--- src/inc/ftiq_pkg.sv ---
/*
 * constants and types for the frequency tracking and iq trim register bank.
 * assumes a 32-bit apb master; registers sit at word index * 4.
 */
`default_nettype none

package ftiq_pkg;

    localparam int          APB_ADDR_W    = 12;
    localparam int          APB_DATA_W    = 32;
    localparam int          REG_W         = 8;
    localparam int          NUM_RW_REGS   = 4;

    // register word indices; byte address is index * 4
    localparam logic [8:0]  IDX_CONFIG    = 9'h0116;
    localparam logic [8:0]  IDX_GAINS     = 9'h0117;
    localparam logic [8:0]  IDX_PHASE     = 9'h0118;
    localparam logic [8:0]  IDX_AMPLITUDE = 9'h0119;
    localparam logic [8:0]  IDX_STATUS    = 9'h011F;

    // slots of the writable registers in the register array
    localparam int          SLOT_CONFIG    = 0;
    localparam int          SLOT_GAINS     = 1;
    localparam int          SLOT_PHASE     = 2;
    localparam int          SLOT_AMPLITUDE = 3;

    localparam logic [8:0]  REG_IDX  [NUM_RW_REGS] = '{IDX_CONFIG, IDX_GAINS,
                                                      IDX_PHASE, IDX_AMPLITUDE};

    // implemented bits; reserved bits store nothing and read zero
    localparam logic [7:0]  REG_MASK [NUM_RW_REGS] = '{8'h1F, 8'hFF, 8'h7F, 8'h7F};

    // values after reset
    localparam logic [7:0]  REG_RST  [NUM_RW_REGS] = '{8'h08, 8'h37, 8'h00, 8'h00};

    // config fields
    localparam int          LOCK_LSB      = 0;
    localparam int          LOCK_W        = 2;
    localparam int          SCHEME_LSB    = 2;
    localparam int          SCHEME_W      = 2;
    localparam int          POLARITY_BIT  = 4;

    // gains fields
    localparam int          INT_GAIN_LSB  = 0;
    localparam int          PROP_GAIN_LSB = 4;
    localparam int          GAIN_CODE_W   = 4;
    localparam int          GAIN_W        = 16;

    // trim fields
    localparam int          TRIM_LSB      = 0;
    localparam int          TRIM_W        = 7;

    // status fields
    localparam int          STAT_STATE_LSB  = 0;
    localparam int          STAT_RUN_BIT    = 2;
    localparam int          STAT_FROZEN_BIT = 3;
    localparam int          STAT_RX_BIT     = 4;

    // preamble tolerance value that permits locking on sync
    localparam logic [3:0]  TOL_EXACT     = 4'h0;

    typedef enum logic [1:0] {
        LOCK_FREE = 2'b00,
        LOCK_OFF  = 2'b01,
        LOCK_HOLD = 2'b10,
        LOCK_LOCK = 2'b11
    } ftiq_lock_t;

    typedef enum logic [1:0] {
        ST_IDLE   = 2'b00,
        ST_TRACK  = 2'b01,
        ST_FROZEN = 2'b10,
        ST_OFF    = 2'b11
    } ftiq_state_t;

endpackage : ftiq_pkg

`default_nettype wire

--- src/verilog/ftiq_regs.sv ---
/*
 * frequency tracking configuration, pi gains and iq trim registers
 * behind an apb slave, plus the tracking lock mode sequencer.
 * assumes apb master on ref_clk; receive status inputs synchronous.
 */
// Notes on behaviour
// - lock mode field at bits 1:0; value 0 runs the loop freely during reception
// - lock mode 1 keeps frequency tracking switched off throughout reception
// - lock mode 2 holds the correction once preamble or sync is detected
// - lock mode 3 locks after preamble, or sync only when tolerance is zero
// - proportional gain field at bits 7:4 gives gain two to the n
// - integral gain field at bits 3:0 gives gain two to the n
// - phase trim bits 6:0 set the iq phase correction
// - amplitude trim bits 6:0 set the iq amplitude correction
`timescale 1ns/1ps
`default_nettype none

module ftiq_regs #(
    parameter int TRIM_W = ftiq_pkg::TRIM_W,
    parameter int GAIN_W = ftiq_pkg::GAIN_W
) (
    input  wire logic                            ref_clk,
    input  wire logic                            rst,
    input  wire logic                            psel,
    input  wire logic                            penable,
    input  wire logic                            pwrite,
    input  wire logic [ftiq_pkg::APB_ADDR_W-1:0] paddr,
    input  wire logic [ftiq_pkg::APB_DATA_W-1:0] pwdata,
    input  wire logic [3:0]                      pstrb,
    output logic      [ftiq_pkg::APB_DATA_W-1:0] prdata,
    output logic                                 pready,
    output logic                                 pslverr,
    input  wire logic                            rxActive,
    input  wire logic                            preambleDetected,
    input  wire logic                            syncDetected,
    input  wire logic [3:0]                      preambleTolerance,
    output logic                                 freqTrackRun,
    output logic                                 freqTrackFrozen,
    output logic                                 freqTrackPolarity,
    output logic [ftiq_pkg::SCHEME_W-1:0]        freqTrackScheme,
    output logic [ftiq_pkg::LOCK_W-1:0]          freqTrackLockMode,
    output logic [GAIN_W-1:0]                    freqTrackPropGain,
    output logic [GAIN_W-1:0]                    freqTrackIntGain,
    output logic [TRIM_W-1:0]                    iqPhaseTrim,
    output logic [TRIM_W-1:0]                    iqAmplitudeTrim
);

    // elaboration checks
    if (TRIM_W != ftiq_pkg::TRIM_W) begin : g_bad_trim
        $error("trim width must match the seven-bit trim fields");
    end
    if (GAIN_W != ftiq_pkg::GAIN_W) begin : g_bad_gain
        $error("gain width must be sixteen for four-bit exponents");
    end

    // word index compare
    function automatic logic wordHit(input logic [9:0] word, input logic [8:0] idx);
        wordHit = (word == {1'b0, idx});
    endfunction : wordHit

    logic [ftiq_pkg::REG_W-1:0]      regFile_reg [ftiq_pkg::NUM_RW_REGS];
    logic [ftiq_pkg::NUM_RW_REGS-1:0] rwHit;
    logic [9:0]                       wordAddr;
    logic                             statusHit;
    logic                             anyHit;
    logic                             setupPhase;
    logic                             accessPhase;
    logic                             writeStrobe;
    logic [ftiq_pkg::APB_DATA_W-1:0]  prdata_next;
    logic                             pslverr_next;
    logic [7:0]                       statusWord;
    logic [ftiq_pkg::LOCK_W-1:0]      lockField;
    logic                             freezeEvent;
    logic                             syncMayLock;

    ftiq_pkg::ftiq_state_t state_reg;
    ftiq_pkg::ftiq_state_t state_next;

    assign wordAddr    = paddr[11:2];
    assign setupPhase  = psel && !penable;
    assign accessPhase = psel && penable;

    // address decode of the writable registers
    for (genvar r = 0; r < ftiq_pkg::NUM_RW_REGS; r++) begin : g_hit
        assign rwHit[r] = wordHit(wordAddr, ftiq_pkg::REG_IDX[r]);
    end

    assign statusHit = wordHit(wordAddr, ftiq_pkg::IDX_STATUS);
    assign anyHit    = (|rwHit) || statusHit;

    // zero wait state slave
    assign pready = accessPhase;

    // writes land only in the access phase, low byte lane carries the data
    assign writeStrobe = accessPhase && pwrite && pstrb[0];

    // register storage; reserved bits masked to zero
    for (genvar r = 0; r < ftiq_pkg::NUM_RW_REGS; r++) begin : g_reg
        always_ff @(posedge ref_clk) begin
            if (rst) begin
                regFile_reg[r] <= ftiq_pkg::REG_RST[r];
            end else if (writeStrobe && rwHit[r]) begin
                regFile_reg[r] <= pwdata[7:0] & ftiq_pkg::REG_MASK[r];
            end
        end
    end

    // status readback of the tracking sequencer
    always_comb begin
        statusWord = 8'h00;
        statusWord[ftiq_pkg::STAT_STATE_LSB +: 2] = state_reg;
        statusWord[ftiq_pkg::STAT_RUN_BIT]        = freqTrackRun;
        statusWord[ftiq_pkg::STAT_FROZEN_BIT]     = freqTrackFrozen;
        statusWord[ftiq_pkg::STAT_RX_BIT]         = rxActive;
    end

    // read data and error, prepared in the setup phase
    always_comb begin
        prdata_next  = '0;
        pslverr_next = 1'b0;
        if (!anyHit) begin
            pslverr_next = 1'b1;
        end else if (statusHit) begin
            if (pwrite) begin
                pslverr_next = 1'b1;
            end else begin
                prdata_next[7:0] = statusWord;
            end
        end else if (!pwrite) begin
            for (int r = 0; r < ftiq_pkg::NUM_RW_REGS; r++) begin
                if (rwHit[r]) begin
                    prdata_next[7:0] = regFile_reg[r];
                end
            end
        end
    end

    always_ff @(posedge ref_clk) begin
        if (rst) begin
            prdata  <= '0;
            pslverr <= 1'b0;
        end else if (setupPhase) begin
            prdata  <= prdata_next;
            pslverr <= pslverr_next;
        end else if (!psel) begin
            prdata  <= '0;
            pslverr <= 1'b0;
        end
    end

    // configuration fields
    assign lockField = regFile_reg[ftiq_pkg::SLOT_CONFIG][ftiq_pkg::LOCK_LSB +: 2];

    assign freqTrackLockMode = lockField;
    assign freqTrackPolarity = regFile_reg[ftiq_pkg::SLOT_CONFIG][ftiq_pkg::POLARITY_BIT];
    assign freqTrackScheme   = regFile_reg[ftiq_pkg::SLOT_CONFIG][ftiq_pkg::SCHEME_LSB +: 2];

    // trims straight from their registers
    assign iqPhaseTrim     = regFile_reg[ftiq_pkg::SLOT_PHASE][ftiq_pkg::TRIM_LSB +: 7];
    assign iqAmplitudeTrim = regFile_reg[ftiq_pkg::SLOT_AMPLITUDE][ftiq_pkg::TRIM_LSB +: 7];

    // pi gains, exponent to power of two
    ftiq_pow2_decode #(
        .CODE_W (ftiq_pkg::GAIN_CODE_W),
        .GAIN_W (GAIN_W)
    ) u_prop_gain (
        .ref_clk (ref_clk),
        .rst     (rst),
        .code    (regFile_reg[ftiq_pkg::SLOT_GAINS][ftiq_pkg::PROP_GAIN_LSB +: 4]),
        .gain    (freqTrackPropGain)
    );

    ftiq_pow2_decode #(
        .CODE_W (ftiq_pkg::GAIN_CODE_W),
        .GAIN_W (GAIN_W)
    ) u_int_gain (
        .ref_clk (ref_clk),
        .rst     (rst),
        .code    (regFile_reg[ftiq_pkg::SLOT_GAINS][ftiq_pkg::INT_GAIN_LSB +: 4]),
        .gain    (freqTrackIntGain)
    );

    // sync only counts in lock mode when no preamble errors are tolerated
    assign syncMayLock = (preambleTolerance == ftiq_pkg::TOL_EXACT);

    // event that freezes the correction for the current mode
    always_comb begin
        case (lockField)
            ftiq_pkg::LOCK_HOLD: begin
                freezeEvent = preambleDetected || syncDetected;
            end
            ftiq_pkg::LOCK_LOCK: begin
                freezeEvent = preambleDetected || (syncDetected && syncMayLock);
            end
            default: begin
                freezeEvent = 1'b0;
            end
        endcase
    end

    // tracking sequencer
    always_comb begin
        state_next = state_reg;
        if (!rxActive) begin
            state_next = ftiq_pkg::ST_IDLE;
        end else if (lockField == ftiq_pkg::LOCK_OFF) begin
            state_next = ftiq_pkg::ST_OFF;
        end else begin
            case (state_reg)
                ftiq_pkg::ST_IDLE: begin
                    state_next = freezeEvent ? ftiq_pkg::ST_FROZEN : ftiq_pkg::ST_TRACK;
                end
                ftiq_pkg::ST_TRACK: begin
                    if (freezeEvent) begin
                        state_next = ftiq_pkg::ST_FROZEN;
                    end
                end
                ftiq_pkg::ST_FROZEN: begin
                    if (lockField == ftiq_pkg::LOCK_FREE) begin
                        state_next = ftiq_pkg::ST_TRACK;
                    end
                end
                ftiq_pkg::ST_OFF: begin
                    state_next = freezeEvent ? ftiq_pkg::ST_FROZEN : ftiq_pkg::ST_TRACK;
                end
                default: begin
                    state_next = ftiq_pkg::ST_IDLE;
                end
            endcase
        end
    end

    always_ff @(posedge ref_clk) begin
        if (rst) begin
            state_reg <= ftiq_pkg::ST_IDLE;
        end else begin
            state_reg <= state_next;
        end
    end

    // loop control outputs follow the sequencer
    always_ff @(posedge ref_clk) begin
        if (rst) begin
            freqTrackRun    <= 1'b0;
            freqTrackFrozen <= 1'b0;
        end else begin
            freqTrackRun    <= (state_next == ftiq_pkg::ST_TRACK);
            freqTrackFrozen <= (state_next == ftiq_pkg::ST_FROZEN);
        end
    end

endmodule : ftiq_regs

`default_nettype wire

--- src/verilog/ftiq_pow2_decode.sv ---
/*
 * registered decode of a gain exponent into a one-hot power of two.
 * assumes code comes from a register in the same clock domain.
 */
`timescale 1ns/1ps
`default_nettype none

module ftiq_pow2_decode #(
    parameter int CODE_W = ftiq_pkg::GAIN_CODE_W,
    parameter int GAIN_W = ftiq_pkg::GAIN_W
) (
    input  wire logic              ref_clk,
    input  wire logic              rst,
    input  wire logic [CODE_W-1:0] code,
    output logic      [GAIN_W-1:0] gain
);

    // elaboration check
    if (GAIN_W != (1 << CODE_W)) begin : g_bad_width
        $error("gain width must be two to the power of code width");
    end

    // gain = 2**code, one bit per code value
    for (genvar i = 0; i < GAIN_W; i++) begin : g_bit
        always_ff @(posedge ref_clk) begin
            if (rst) begin
                gain[i] <= 1'b0;
            end else begin
                gain[i] <= (code == CODE_W'(i));
            end
        end
    end

endmodule : ftiq_pow2_decode

`default_nettype wire

--- config.mk ---
export PLATFORM = sky130hd
export DESIGN_NAME = ftiq_regs
export DESIGN_NICKNAME = d
export VERILOG_FILES = /design/src/inc/ftiq_pkg.sv /design/src/verilog/ftiq_regs.sv /design/src/verilog/ftiq_pow2_decode.sv
export SDC_FILE = /design/constraint.sdc
export NUM_CORES = 1
export LEC_CHECK = 0
export ABC_AREA = 0
export BUFFER_PORTS_ARGS = -buffer_cell sky130_fd_sc_hd__buf_2
export CORE_ASPECT_RATIO = 0.8
export CORE_MARGIN = 1.5
export CORE_UTILIZATION = 50
export DETAILED_ROUTE_END_ITERATION = 10
export GPL_ROUTABILITY_DRIVEN = 1
export PLACE_DENSITY = 0.85
export SYNTH_ARGS = -nofsm -noshare
export SYNTH_HDL_FRONTEND = slang
export SYNTH_SLANG_ARGS = --single-unit
export TNS_END_PERCENT = 100
--- constraint.sdc ---
create_clock -name ref_clk -period 4.7 [get_ports ref_clk]
set_input_delay 0.705 -clock ref_clk [delete_from_list [all_inputs] [get_ports ref_clk]]
set_output_delay 0.705 -clock ref_clk [all_outputs]
set_load 0.005 [all_outputs]
==> reports/qor.csv, run 1 <==
stage,metric,value,unit
outcome,status,finished clean,
cells_and_area,Finished Core Util,63.2,%
global_route,gr ovfl total,0,
yosys,sequential fraction of the synthesis area,55.2,%
clock_tree,clk_lat worst skew,340,ps
yosys,syn avg cell area,10.5,sq um
yosys,async set-reset flop share out of synthesis,0,%
power_and_ir_drop,Leakage,1.66,nW
clock_tree,CTS tree,yes,
floorplanning,# IOs,147,
floorplanning,Rows,25,
power_and_ir_drop,pwr/cell area,352,nW/um^2
sta,worst relative slew slack,50.0,%
yosys,Synth Cell Area,3100,sq um
clock_tree,post-CTS setup buffers,0,
floorplanning,core area,5940,sq um
sta,Max Transition Viols Final,0,
clock_tree,CTS Root Buffer Type,clkbuf_8,
yosys,"Distinct cells, synth",43,
cells_and_area,nets,450,
critical_path,CP Class,input pin to flip-flop,
critical_path,CP Max Fanout,8,
sta,RSZ-0062 raised after global routing,no,
sta,final worst path period share,49.3,%
yosys,ys flop type,dfxtp_1,
routing,Pre-antenna DRT Iters,4,
cells_and_area,area growth from synthesis to layout,21.0,%
clock_tree,CTS sink cnt,72,
global_route,Tot GR Track Use,21.5,%
cells_and_area,share of layout cells above drive strength 1,32.1,%
critical_path,CP arrival,2290,ps
sta,setup_tns,0,ps
sta,final worst path period need,2320,ps
cells_and_area,max reg flops,27,
global_route,number of global-route vias before repair,2240,
cells_and_area,# diodes,0,
global_route,first-pass GRT wire length,11.0,mm
routing,Post-Route WL,6.83,mm
yosys,number of flops mapped to enable cells by yosys,27,
floorplanning,Die Area,6690,sq um
yosys,Synthesis Warnings,0,
sta,Final Hold Fails,0,
worst_hold_path,Hold Path Class,flip-flop to flip-flop,
routing,vias per inst,5.07,
sta,Clock Skews,7.02,ps
routing,Antenna Nets Post-Route,0,
yosys,synthesis-stage register bit count,72,
sta,f_max,431,MHz
global_route,antenna violations before repair,0,
job,max_cap viols,0,
floorplanning,Chip Height,73.5,um
sta,final setup vio count,0,
floorplanning,Die X,91.1,um
global_route,largest net degree at the start of global routing,21,
routing,drc violations,0,
clock_tree,H-tree level count,3,
clock_tree,Worst-path clk slew,70,ps
routing,Vias,2403,
critical_path,CP endpoint kind,flip-flop,
power_and_ir_drop,Max rail drop VDD,0.163,mV
critical_path,Critical Path RT,4680,ps
clock_tree,CTS resizes,0,
clock_tree,clk buf depth,2,
yosys,Synth Instances,295,
clock_tree,clock buffers created by TritonCTS,9,
clock_tree,hold_buf cts,0,
placed_design,Final HPWL DP,5.25,mm
critical_path,critical path launch point type,input pin,
floorplanning,Initial Utilization,52.2,%
cells_and_area,fill cell count,516,
routing,WL/cell,14.4,um
placed_design,PortBufs,93,
placed_design,routability cong.,0.855,
sta,measured slew at the worst slew-check pin,748,ps
routing,initial drt markers,170,
routing by layer:
layer	part of all wire [%]	wire [um]	GRT usage [%]
met1	42	2880	28.0
met4	1.7	119	9.20
met2	47	3190	35.2
met5	0	0	0
met3	9.5	646	4.45
layout by cell type (no fill, tap or decap), types with 4 or more instances in the layout:
cell      Yosys  layout
edfxtp_1     27      27
or3_1         7       7
nand2_1      13      13
and2_1       23      23
conb_1        1      24
buf_2         3      93
nand2b_1      6       6
o22ai_1       5       5
clkbuf_8      0      10
nor2b_1       4       4
mux2i_1      10      10
inv_1         8       8
o21ai_0       8       8
o21ai_1       7       7
a31oi_1       5       5
dfxtp_1      45      45
a21oi_1       8       8
nor3_1        9       9
nor2_1       38      38
metrics by stage:
stage / instances / setup WS (ps) / hold WS (ps) / power [mW] / area [sq um]
4_1_cts: 474 / 2370 / 448 / 1.33 / 3760
2_1_floorplan: 318 / 2510 / 443 / 0.764 / 3190
5_1_grt: 474 / 2270 / 478 / 1.38 / 3760
6_report: 474 / 2380 / 450 / 1.32 / 3760
3_5_place_dp: 458 / 2010 / 437 / 0.796 / 3520
3_3_place_gp: 458 / 2070 / 437 / 0.792 / 3520
worst paths after layout:
kind,startpoint,end,slack (ps),cells after the start
max,paddr[7],regFile_reg[0][13],2380,4
min,prdata[3],prdata[3],450,2
max reg2reg,state_reg[0],freqTrackRun,3070,5
min reg2reg,prdata[3],prdata[3],450,2
Yosys cell counts, drive strengths merged, types with 4 or more instances:
| master | n | area share, % |
|---|---|---|
| and2 | 23 | 4.6 |
| or3 | 7 | 1.4 |
| dfxtp | 45 | 29 |
| mux2i | 10 | 3.2 |
| nand2 | 14 | 1.8 |
| nand2b | 6 | 1.2 |
| nor3 | 9 | 1.5 |
| o21ai | 15 | 2.4 |
| a21oi | 8 | 1.3 |
| buf | 31 | 7.3 |
| inv | 8 | 0.97 |
| o22ai | 5 | 1.0 |
| edfxtp | 27 | 26 |
| nor2b | 4 | 0.81 |
| nand4 | 4 | 1.0 |
| nor2 | 38 | 4.6 |
| or3b | 4 | 1.1 |
| a31oi | 5 | 1.0 |
power by group:
| group | internal, mW | switching [mW] | total [mW] | leakage [nW] |
|---|---|---|---|---|
| logic | 0.0427 | 0.0612 | 0.104 | 0.914 |
| registers | 0.664 | 0.0151 | 0.680 | 0.624 |
| clock network | 0.306 | 0.234 | 0.539 | 0.122 |
| total | 1.01 | 0.310 | 1.32 | 1.66 |
worst max-delay path: stages:
cell,delay [ps]
buf_2,110
nor4b_4,510
nand4_2,300
o21bai_1,660
final cells by class:
cell class              count  area [sq um]  area share, %
flip-flops and latches     72          1710           45.6
well taps                  81           101           2.70
clock inverters             3          23.8          0.633
repair buffers             93           465           12.4
inverters                   8          30.0          0.799
clock buffers              13           213           5.66
multi-input cells         204          1210           32.2
cell families (layout without fill, tap and decap cells):
logic type,count (synthesis),in the layout,synth area share (%)
and+or+nand+nor,126,126,23.9
DFF,72,72,55.2
AOI/OAI and AO/OA,42,42,8.23
buffers and inverters,42,117,8.59
muxes,10,10,3.23
adders and majority gates,2,2,0.806
other,1,24,0.121
(Power assumes the default switching activity.)
==> inputs of run 2 (changes only) <==
--- a/config.mk
+++ b/config.mk
@@ -9,10 +9,10 @@
 export BUFFER_PORTS_ARGS = -buffer_cell sky130_fd_sc_hd__buf_2
 export CORE_ASPECT_RATIO = 0.8
 export CORE_MARGIN = 1.5
-export CORE_UTILIZATION = 50
+export CORE_UTILIZATION = 46
 export DETAILED_ROUTE_END_ITERATION = 10
 export GPL_ROUTABILITY_DRIVEN = 1
-export PLACE_DENSITY = 0.85
+export PLACE_DENSITY = 0.79
 export SYNTH_ARGS = -nofsm -noshare
 export SYNTH_HDL_FRONTEND = slang
 export SYNTH_SLANG_ARGS = --single-unit
==> constraint.sdc (replaced) <==
create_clock -name ref_clk -period 2.3 [get_ports ref_clk]
set_input_delay 0.345 -clock ref_clk [delete_from_list [all_inputs] [get_ports ref_clk]]
set_output_delay 0.345 -clock ref_clk [all_outputs]
set_load 0.005 [all_outputs]
==> run 2 against run 1 <==
Effect of this change:
- critical path type unchanged
- non-clock buffer count increased by 7
- sequential share of layout area up 0.18 points
- clock-buffer cell count shrank 2
- worst hold slack lost 150 ps
- utilization down 5.1 points
- largest power group unchanged
- sequential power grew 100%
- die area up 8.4%
==> reports/qor.csv, run 2 (synthesized netlist as in run 1, its figures left out) <==
stage,metric,value,unit,change
outcome,status,finished clean,,unchanged
clock_tree,CTS tree,yes,,unchanged
sta,worst relative slew slack,65.3,%,was 50.0%
floorplanning,# IOs,147,,unchanged
critical_path,Critical Path RT,2350,ps,was 4680 ps
routing,Antenna Nets Post-Route,0,,unchanged
floorplanning,Die Area,7250,sq um,was 6690 sq um
cells_and_area,fill cell count,586,,was 516
critical_path,WP buf/inv,2,,was 1
cells_and_area,area growth from synthesis to layout,20.6,%,was 21.0%
clock_tree,clock buffers created by TritonCTS,9,,unchanged
cells_and_area,# diodes,0,,unchanged
global_route,gr ovfl total,0,,unchanged
floorplanning,Initial Utilization,48.2,%,was 52.2%
routing,vias per inst,4.95,,was 5.07
clock_tree,H-tree level count,3,,unchanged
clock_tree,clk_lat worst skew,330,ps,was 340 ps
critical_path,crit-path cells,buf_2 -> nor4b_4 -> nand4_1 -> o21bai_1 -> buf_4,,was buf_2 -> nor4b_4 -> nand4_2 -> o21bai_1
clock_tree,post-CTS setup buffers,0,,unchanged
global_route,number of global-route vias before repair,2217,,was 2240
sta,f_max,571,MHz,
sta,measured slew at the worst slew-check pin,520,ps,was 748 ps
critical_path,flop-to-flop setup slack,600,ps,was 3070 ps
cells_and_area,nets,457,,was 450
critical_path,max incr delay on CP,510,ps,was 660 ps
routing,Vias,2397,,was 2403
cells_and_area,most frequent cells in the layout,"buf_2, dfxtp_1, nor2_1",,unchanged
clock_tree,CTS Root Buffer Type,clkbuf_8,,unchanged
sta,Max Transition Viols Final,0,,unchanged
floorplanning,Rows,26,,was 25
routing,initial drt markers,153,,was 170
clock_tree,Worst-path clk slew,70,ps,about the same
critical_path,CP Max Fanout,8,,unchanged
cells_and_area,max reg flops,27,,unchanged
job,max_cap viols,0,,unchanged
placed_design,routability cong.,0.839,,was 0.855
sta,Clock Skews,6.60,ps,was 7.02 ps
worst_hold_path,Hold Path Class,input pin to flip-flop,,was flip-flop to flip-flop
cells_and_area,Finished Core Util,58.1,%,was 63.2%
clock_tree,clk buf depth,2,,unchanged
floorplanning,core area,6440,sq um,was 5940 sq um
placed_design,pre-CTS WS,261,ps,was 2010 ps
routing,Post-Route WL,6.82,mm,was 6.83 mm
sta,setup_tns,0,ps,unchanged
routing,WL/cell,14.1,um,was 14.4 um
power_and_ir_drop,Leakage,1.66,nW,about the same
clock_tree,CTS resizes,0,,unchanged
global_route,antenna violations before repair,0,,unchanged
power_and_ir_drop,Max rail drop VDD,0.375,mV,was 0.163 mV
critical_path,critical path launch point type,input pin,,unchanged
floorplanning,Die X,94.8,um,was 91.1 um
clock_tree,CTS sink cnt,72,,unchanged
critical_path,CP endpoint kind,flip-flop,,unchanged
critical_path,"CP delay by family, top",simple AND/OR/NAND/NOR gates,,unchanged
routing,Pre-antenna DRT Iters,4,,unchanged
cells_and_area,"most common cell after layout, fill and taps aside",buf_2,,unchanged
floorplanning,Chip Height,76.5,um,was 73.5 um
global_route,Tot GR Track Use,19.5,%,was 21.5%
placed_design,Placement Cell Area,3580,sq um,was 3520 sq um
cells_and_area,share of layout cells above drive strength 1,33.0,%,was 32.1%
global_route,first-pass GRT wire length,10.9,mm,was 11.0 mm
clock_tree,hold_buf cts,0,,unchanged
routing,drc violations,0,,unchanged
sta,Final Hold Fails,0,,unchanged
sta,final worst path period need,1750,ps,
critical_path,CP Class,input pin to flip-flop,,unchanged
placed_design,Final HPWL DP,5.28,mm,was 5.25 mm
global_route,largest net degree at the start of global routing,21,,unchanged
sta,RSZ-0062 raised after global routing,no,,unchanged
sta,final setup vio count,0,,unchanged
power_and_ir_drop,pwr/cell area,653,nW/um^2,was 352 nW/um^2
cells_and_area,"Design Area, Final",3740,sq um,was 3760 sq um
placed_design,PortBufs,93,,unchanged
sta,final worst path period share,76.2,%,
critical_path,CP arrival,1800,ps,was 2290 ps
critical_path,critical path's slowest cell,nor4b_4,,was o21bai_1
sta,Setup WS post-layout,547,ps,was 2380 ps
run 2: changes by cell type in the layout (fill, tap and decap cells not counted):
cell        change
clkinvlp_4      +1
clkinv_2        +2
buf_4           +7
clkbuf_8        -1
clkbuf_2        +1
clkbuf_1        +1
inv_6           -1
clkbuf_16       -3
run 2: cell type report:
class | count | area, sq um | share of cell area [%]
multi-input combinational | 204 | 1210 | 32.4
inverter | 8 | 30.0 | 0.803
tap | 84 | 105 | 2.81
clock buffer | 11 | 133 | 3.55
sequential | 72 | 1710 | 45.8
timing repair buffer | 100 | 518 | 13.8
clock inverter | 5 | 32.5 | 0.870
run 2: final timing paths:
kind | startpoint | to | depth (start not counted)
worst max-delay path | paddr[7] | regFile_reg[1][11] | 5
worst min register to register | prdata[3] | prdata[3] | 2
worst max register to register | state_reg[0] | freqTrackRun | 5
worst min-delay path | pwdata[7] | regFile_reg[0][15] | 2
run 2: metrics by stage:
| step | hold slack [ps] | power, mW | std cells |
|---|---|---|---|
| 2_1_floorplan | 443 | 1.56 | 318 |
| 3_3_place_gp | 437 | 1.63 | 468 |
| 3_5_place_dp | 439 | 1.63 | 468 |
| 4_1_cts | 288 | 2.46 | 484 |
| 5_1_grt | 288 | 2.55 | 484 |
| 6_report | 296 | 2.44 | 484 |
run 2: report_power, final:
part	switching (mW)	internal, mW	leakage (nW)	total [mW]
combinational	0.126	0.0928	0.949	0.219
clock	0.439	0.394	0.0866	0.833
sequential	0.0310	1.36	0.624	1.39
run 2: layer usage:
metal  vias to the layer above  track usage (%)  part of all wire, %
met5                         -                0                    0
met4                         0             7.31                  1.4
met3                        10             4.19                  6.8
met2                       105             30.9                   47
met1                      1100             25.9                   45
li1                       1182                -                    -
==> inputs of run 3 (changes only) <==
--- a/config.mk
+++ b/config.mk
@@ -5,14 +5,14 @@
 export SDC_FILE = /design/constraint.sdc
 export NUM_CORES = 1
 export LEC_CHECK = 0
-export ABC_AREA = 0
+export ABC_AREA = 1
 export BUFFER_PORTS_ARGS = -buffer_cell sky130_fd_sc_hd__buf_2
 export CORE_ASPECT_RATIO = 0.8
 export CORE_MARGIN = 1.5
-export CORE_UTILIZATION = 46
+export CORE_UTILIZATION = 47
 export DETAILED_ROUTE_END_ITERATION = 10
 export GPL_ROUTABILITY_DRIVEN = 1
-export PLACE_DENSITY = 0.79
+export PLACE_DENSITY = 0.8
 export SYNTH_ARGS = -nofsm -noshare
 export SYNTH_HDL_FRONTEND = slang
 export SYNTH_SLANG_ARGS = --single-unit
==> constraint.sdc (replaced) <==
create_clock -name ref_clk -period 1.8 [get_ports ref_clk]
set_input_delay 0.27 -clock ref_clk [delete_from_list [all_inputs] [get_ports ref_clk]]
set_output_delay 0.27 -clock ref_clk [all_outputs]
set_load 0.005 [all_outputs]
==> run 3 against run 2 <==
Effect of this change:
- clock skew decreased by 3.1 ps
- wire length grew 9.8%
- largest cell class unchanged
- clock power increased by 73%
- die area rose by 3.5%
- cell count grew 21%
- non-clock buffer count increased by 4
- register-to-register slack got worse by 150 ps
- sequential share of layout area shrank 3.0 points
- synthesized cell count up 32%
- global-route usage increased by 0.86 points
- first-iteration DRC count is 27% lower
- highest routed layer unchanged
- combinational power is 26% higher
- critical path type unchanged
==> reports/qor.csv, run 3 <==
stage,metric,value,unit,change
critical_path,R2R Path End,freqTrackFrozen,,was freqTrackRun
clock_tree,clk_lat worst skew,340,ps,was 330 ps
clock_tree,clock buffers created by TritonCTS,9,,unchanged
yosys,"top cells by area, synth","dfxtp_1, edfxtp_1, nor2_1",,"was dfxtp_1, edfxtp_1, buf_4"
sta,final worst path period share,75.1,%,
cells_and_area,Finished Core Util,58.7,%,was 58.1%
clock_tree,post-CTS setup buffers,0,,unchanged
floorplanning,# IOs,147,,unchanged
critical_path,max incr delay on CP,290,ps,was 510 ps
worst_hold_path,hold_sp,pwdata[5],,was pwdata[7]
floorplanning,Initial Utilization,48.1,%,was 48.2%
sta,final worst path period need,1350,ps,
critical_path,worst reg2reg startpoint,state_reg[1],,was state_reg[0]
clock_tree,Worst-path clk slew,70,ps,about the same
routing,initial drt markers,111,,was 153
floorplanning,Chip Height,77.8,um,was 76.5 um
yosys,async set-reset flop share out of synthesis,0,%,unchanged
cells_and_area,max reg flops,27,,unchanged
placed_design,routability cong.,0.883,,was 0.839
worst_hold_path,Hold Path Class,input pin to flip-flop,,unchanged
clock_tree,CTS Root Buffer Type,clkbuf_8,,unchanged
outcome,status,finished clean,,unchanged
power_and_ir_drop,Max rail drop VDD,0.407,mV,was 0.375 mV
floorplanning,Die X,96.5,um,was 94.8 um
global_route,GRT Max-Usage Layer,met2,,unchanged
yosys,sequential fraction of the synthesis area,52.1,%,was 55.2%
placed_design,Final HPWL DP,5.89,mm,was 5.28 mm
critical_path,critical path's slowest cell,nand2_1,,was nor4b_4
global_route,Tot GR Track Use,20.3,%,was 19.5%
floorplanning,core area,6820,sq um,was 6440 sq um
critical_path,flop-to-flop setup slack,450,ps,was 600 ps
routing,Post-Route WL,7.49,mm,was 6.82 mm
routing,Vias,2743,,was 2397
floorplanning,Die Area,7500,sq um,was 7250 sq um
cells_and_area,nets,557,,was 457
critical_path,CP Class,input pin to flip-flop,,unchanged
floorplanning,Rows,27,,was 26
critical_path,CP Max Fanout,7,,was 8
routing,vias per inst,4.67,,was 4.95
yosys,Synth Instances,390,,was 295
yosys,Synth top area share,27.4,%,was 29.0%
sta,Max Transition Viols Final,0,,unchanged
global_route,largest net degree at the start of global routing,15,,was 21
global_route,met1 GRT Util,25.8,%,was 25.9%
yosys,Synth Cell Area,3290,sq um,was 3100 sq um
critical_path,CP arrival,1360,ps,was 1800 ps
sta,RSZ-0062 raised after global routing,no,,unchanged
yosys,"area leader, netlist",dfxtp_1,,unchanged
critical_path,critical path launch point type,input pin,,unchanged
yosys,syn avg cell area,8.42,sq um,was 10.5 sq um
global_route,met2 Use GR,34.2,%,was 30.9%
sta,Clock Skews,3.54,ps,was 6.60 ps
critical_path,CP endpoint kind,flip-flop,,unchanged
global_route,number of global-route vias before repair,2555,,was 2217
yosys,ys flop type,dfxtp_1,,unchanged
sta,setup_tns,0,ps,unchanged
cells_and_area,most frequent cells in the layout,"buf_2, nor2_1, nand2_1",,"was buf_2, dfxtp_1, nor2_1"
yosys,synthesis-stage register bit count,72,,unchanged
clock_tree,CTS resizes,0,,unchanged
critical_path,crit-path cells,buf_2 -> nand2_1 -> inv_1 -> nand3_1 -> inv_1 -> nand2_1 -> nand2_1,,was buf_2 -> nor4b_4 -> nand4_1 -> o21bai_1 -> buf_4
global_route,antenna violations before repair,0,,unchanged
power_and_ir_drop,Leakage,2.00,nW,was 1.66 nW
global_route,met3 Resource Use GR,5.49,%,was 4.19%
routing,WL/cell,12.8,um,was 14.1 um
clock_tree,CTS tree,yes,,unchanged
critical_path,Critical Path RT,1810,ps,was 2350 ps
critical_path,worst setup path start,penable,,was paddr[7]
cells_and_area,"Design Area, Final",4000,sq um,was 3740 sq um
critical_path,"most used cell, CP",nand2_1,,
placed_design,PortBufs,93,,unchanged
sta,f_max,740,MHz,
clock_tree,clk buf depth,2,,unchanged
clock_tree,CTS sink cnt,72,,unchanged
sta,Final Hold Fails,0,,unchanged
clock_tree,H-tree level count,3,,unchanged
yosys,"Distinct cells, synth",32,,was 43
placed_design,Placement Cell Area,3770,sq um,was 3580 sq um
global_route,first-pass GRT wire length,11.6,mm,was 10.9 mm
yosys,Synth top cells by count,"nor2_1, nand2_1, inv_1",,"was dfxtp_1, nor2_1, buf_4"
critical_path,R2R depth,8,,was 5
routing,Antenna Nets Post-Route,0,,unchanged
routing,drc violations,0,,unchanged
yosys,Synthesis Warnings,0,,unchanged
global_route,gr ovfl total,0,,unchanged
cells_and_area,# diodes,0,,unchanged
power_and_ir_drop,pwr/cell area,869,nW/um^2,was 653 nW/um^2
critical_path,end point of the critical path,regFile_reg[1][1],,was regFile_reg[1][11]
job,max_cap viols,0,,unchanged
cells_and_area,share of layout cells above drive strength 1,28.0,%,was 33.0%
yosys,number of flops mapped to enable cells by yosys,27,,unchanged
cells_and_area,"most common cell after layout, fill and taps aside",buf_2,,unchanged
routing,Pre-antenna DRT Iters,5,,was 4
cells_and_area,area growth from synthesis to layout,21.8,%,was 20.6%
sta,final setup vio count,0,,unchanged
clock_tree,hold_buf cts,0,,unchanged
yosys,most frequent cell after synthesis,nor2_1,,was dfxtp_1
run 3: changes by cell type after synthesis, moves of 6 or more:
cell / before / now
inv_1: 8 / 51
and2_1: 23 / 0
or3_1: 7 / 0
nand3_1: 2 / 22
o21ai_1: 7 / 0
nand2b_1: 6 / 0
mux2i_1: 10 / 0
nand2_1: 13 / 78
nor2_1: 38 / 79
run 3: cells by family after synthesis:
logic type               after synthesis  synth area share [%]
buffers and inverters                 86                  13.9
flip-flops                            72                  52.1
other                                  1                 0.114
AO/OA/AOI/OAI                         19                  3.54
AND/OR/NAND/NOR                      210                  29.6
adder cells (fa/ha/maj)                2                 0.761
run 3: metal layers:
layer  part of all wire, %  vias up  wire length (um)
li1                      -     1386                 -
met1                    42     1246              3120
met2                    48      103              3610
met3                   9.1        8               685
met4                  0.95        0                71
met5                     0        -                 0
run 3: final cells by class:
class | instances | area, sq um
Fill cell | 624 | 2820
Clock buffer | 12 | 178
Inverter | 53 | 199
Multi-Input combinational cell | 255 | 1200
Timing Repair Buffer | 104 | 548
Sequential cell | 72 | 1710
Tap cell | 87 | 109
Clock inverter | 4 | 53.8
run 3: worst max-delay path: cells and delay by family:
| kind | cells | cell delay [ps] |
|---|---|---|
| buffers and inverters | 3 | 420 |
| and+or+nand+nor | 4 | 640 |
run 3: through the flow:
stage | cells | worst slack [ps] | power (mW) | hold WS, ps
floorplan | 413 | 54.1 | 1.99 | 440
global route | 587 | 324 | 3.62 | 222
finish | 587 | 448 | 3.48 | 218
detailed placement | 571 | 107 | 2.08 | 453
CTS | 587 | 471 | 3.50 | 211
global placement | 571 | 198 | 2.07 | 451
run 3: power breakdown:
group | leakage, nW | total (mW) | internal [mW] | switching [mW]
clock network | 0.118 | 1.44 | 0.820 | 0.615
registers | 0.624 | 1.77 | 1.73 | 0.0343
logic | 1.26 | 0.276 | 0.0961 | 0.179
run 3: worst min-delay path by stage:
stage	to	cells after the start
2_1_floorplan	state_reg[1]	2
3_3_place_gp	prdata[5]	2
3_5_place_dp	prdata[4]	2
4_1_cts	regFile_reg[0][13]	3
5_1_grt	regFile_reg[0][13]	3
6_report	regFile_reg[0][13]	3
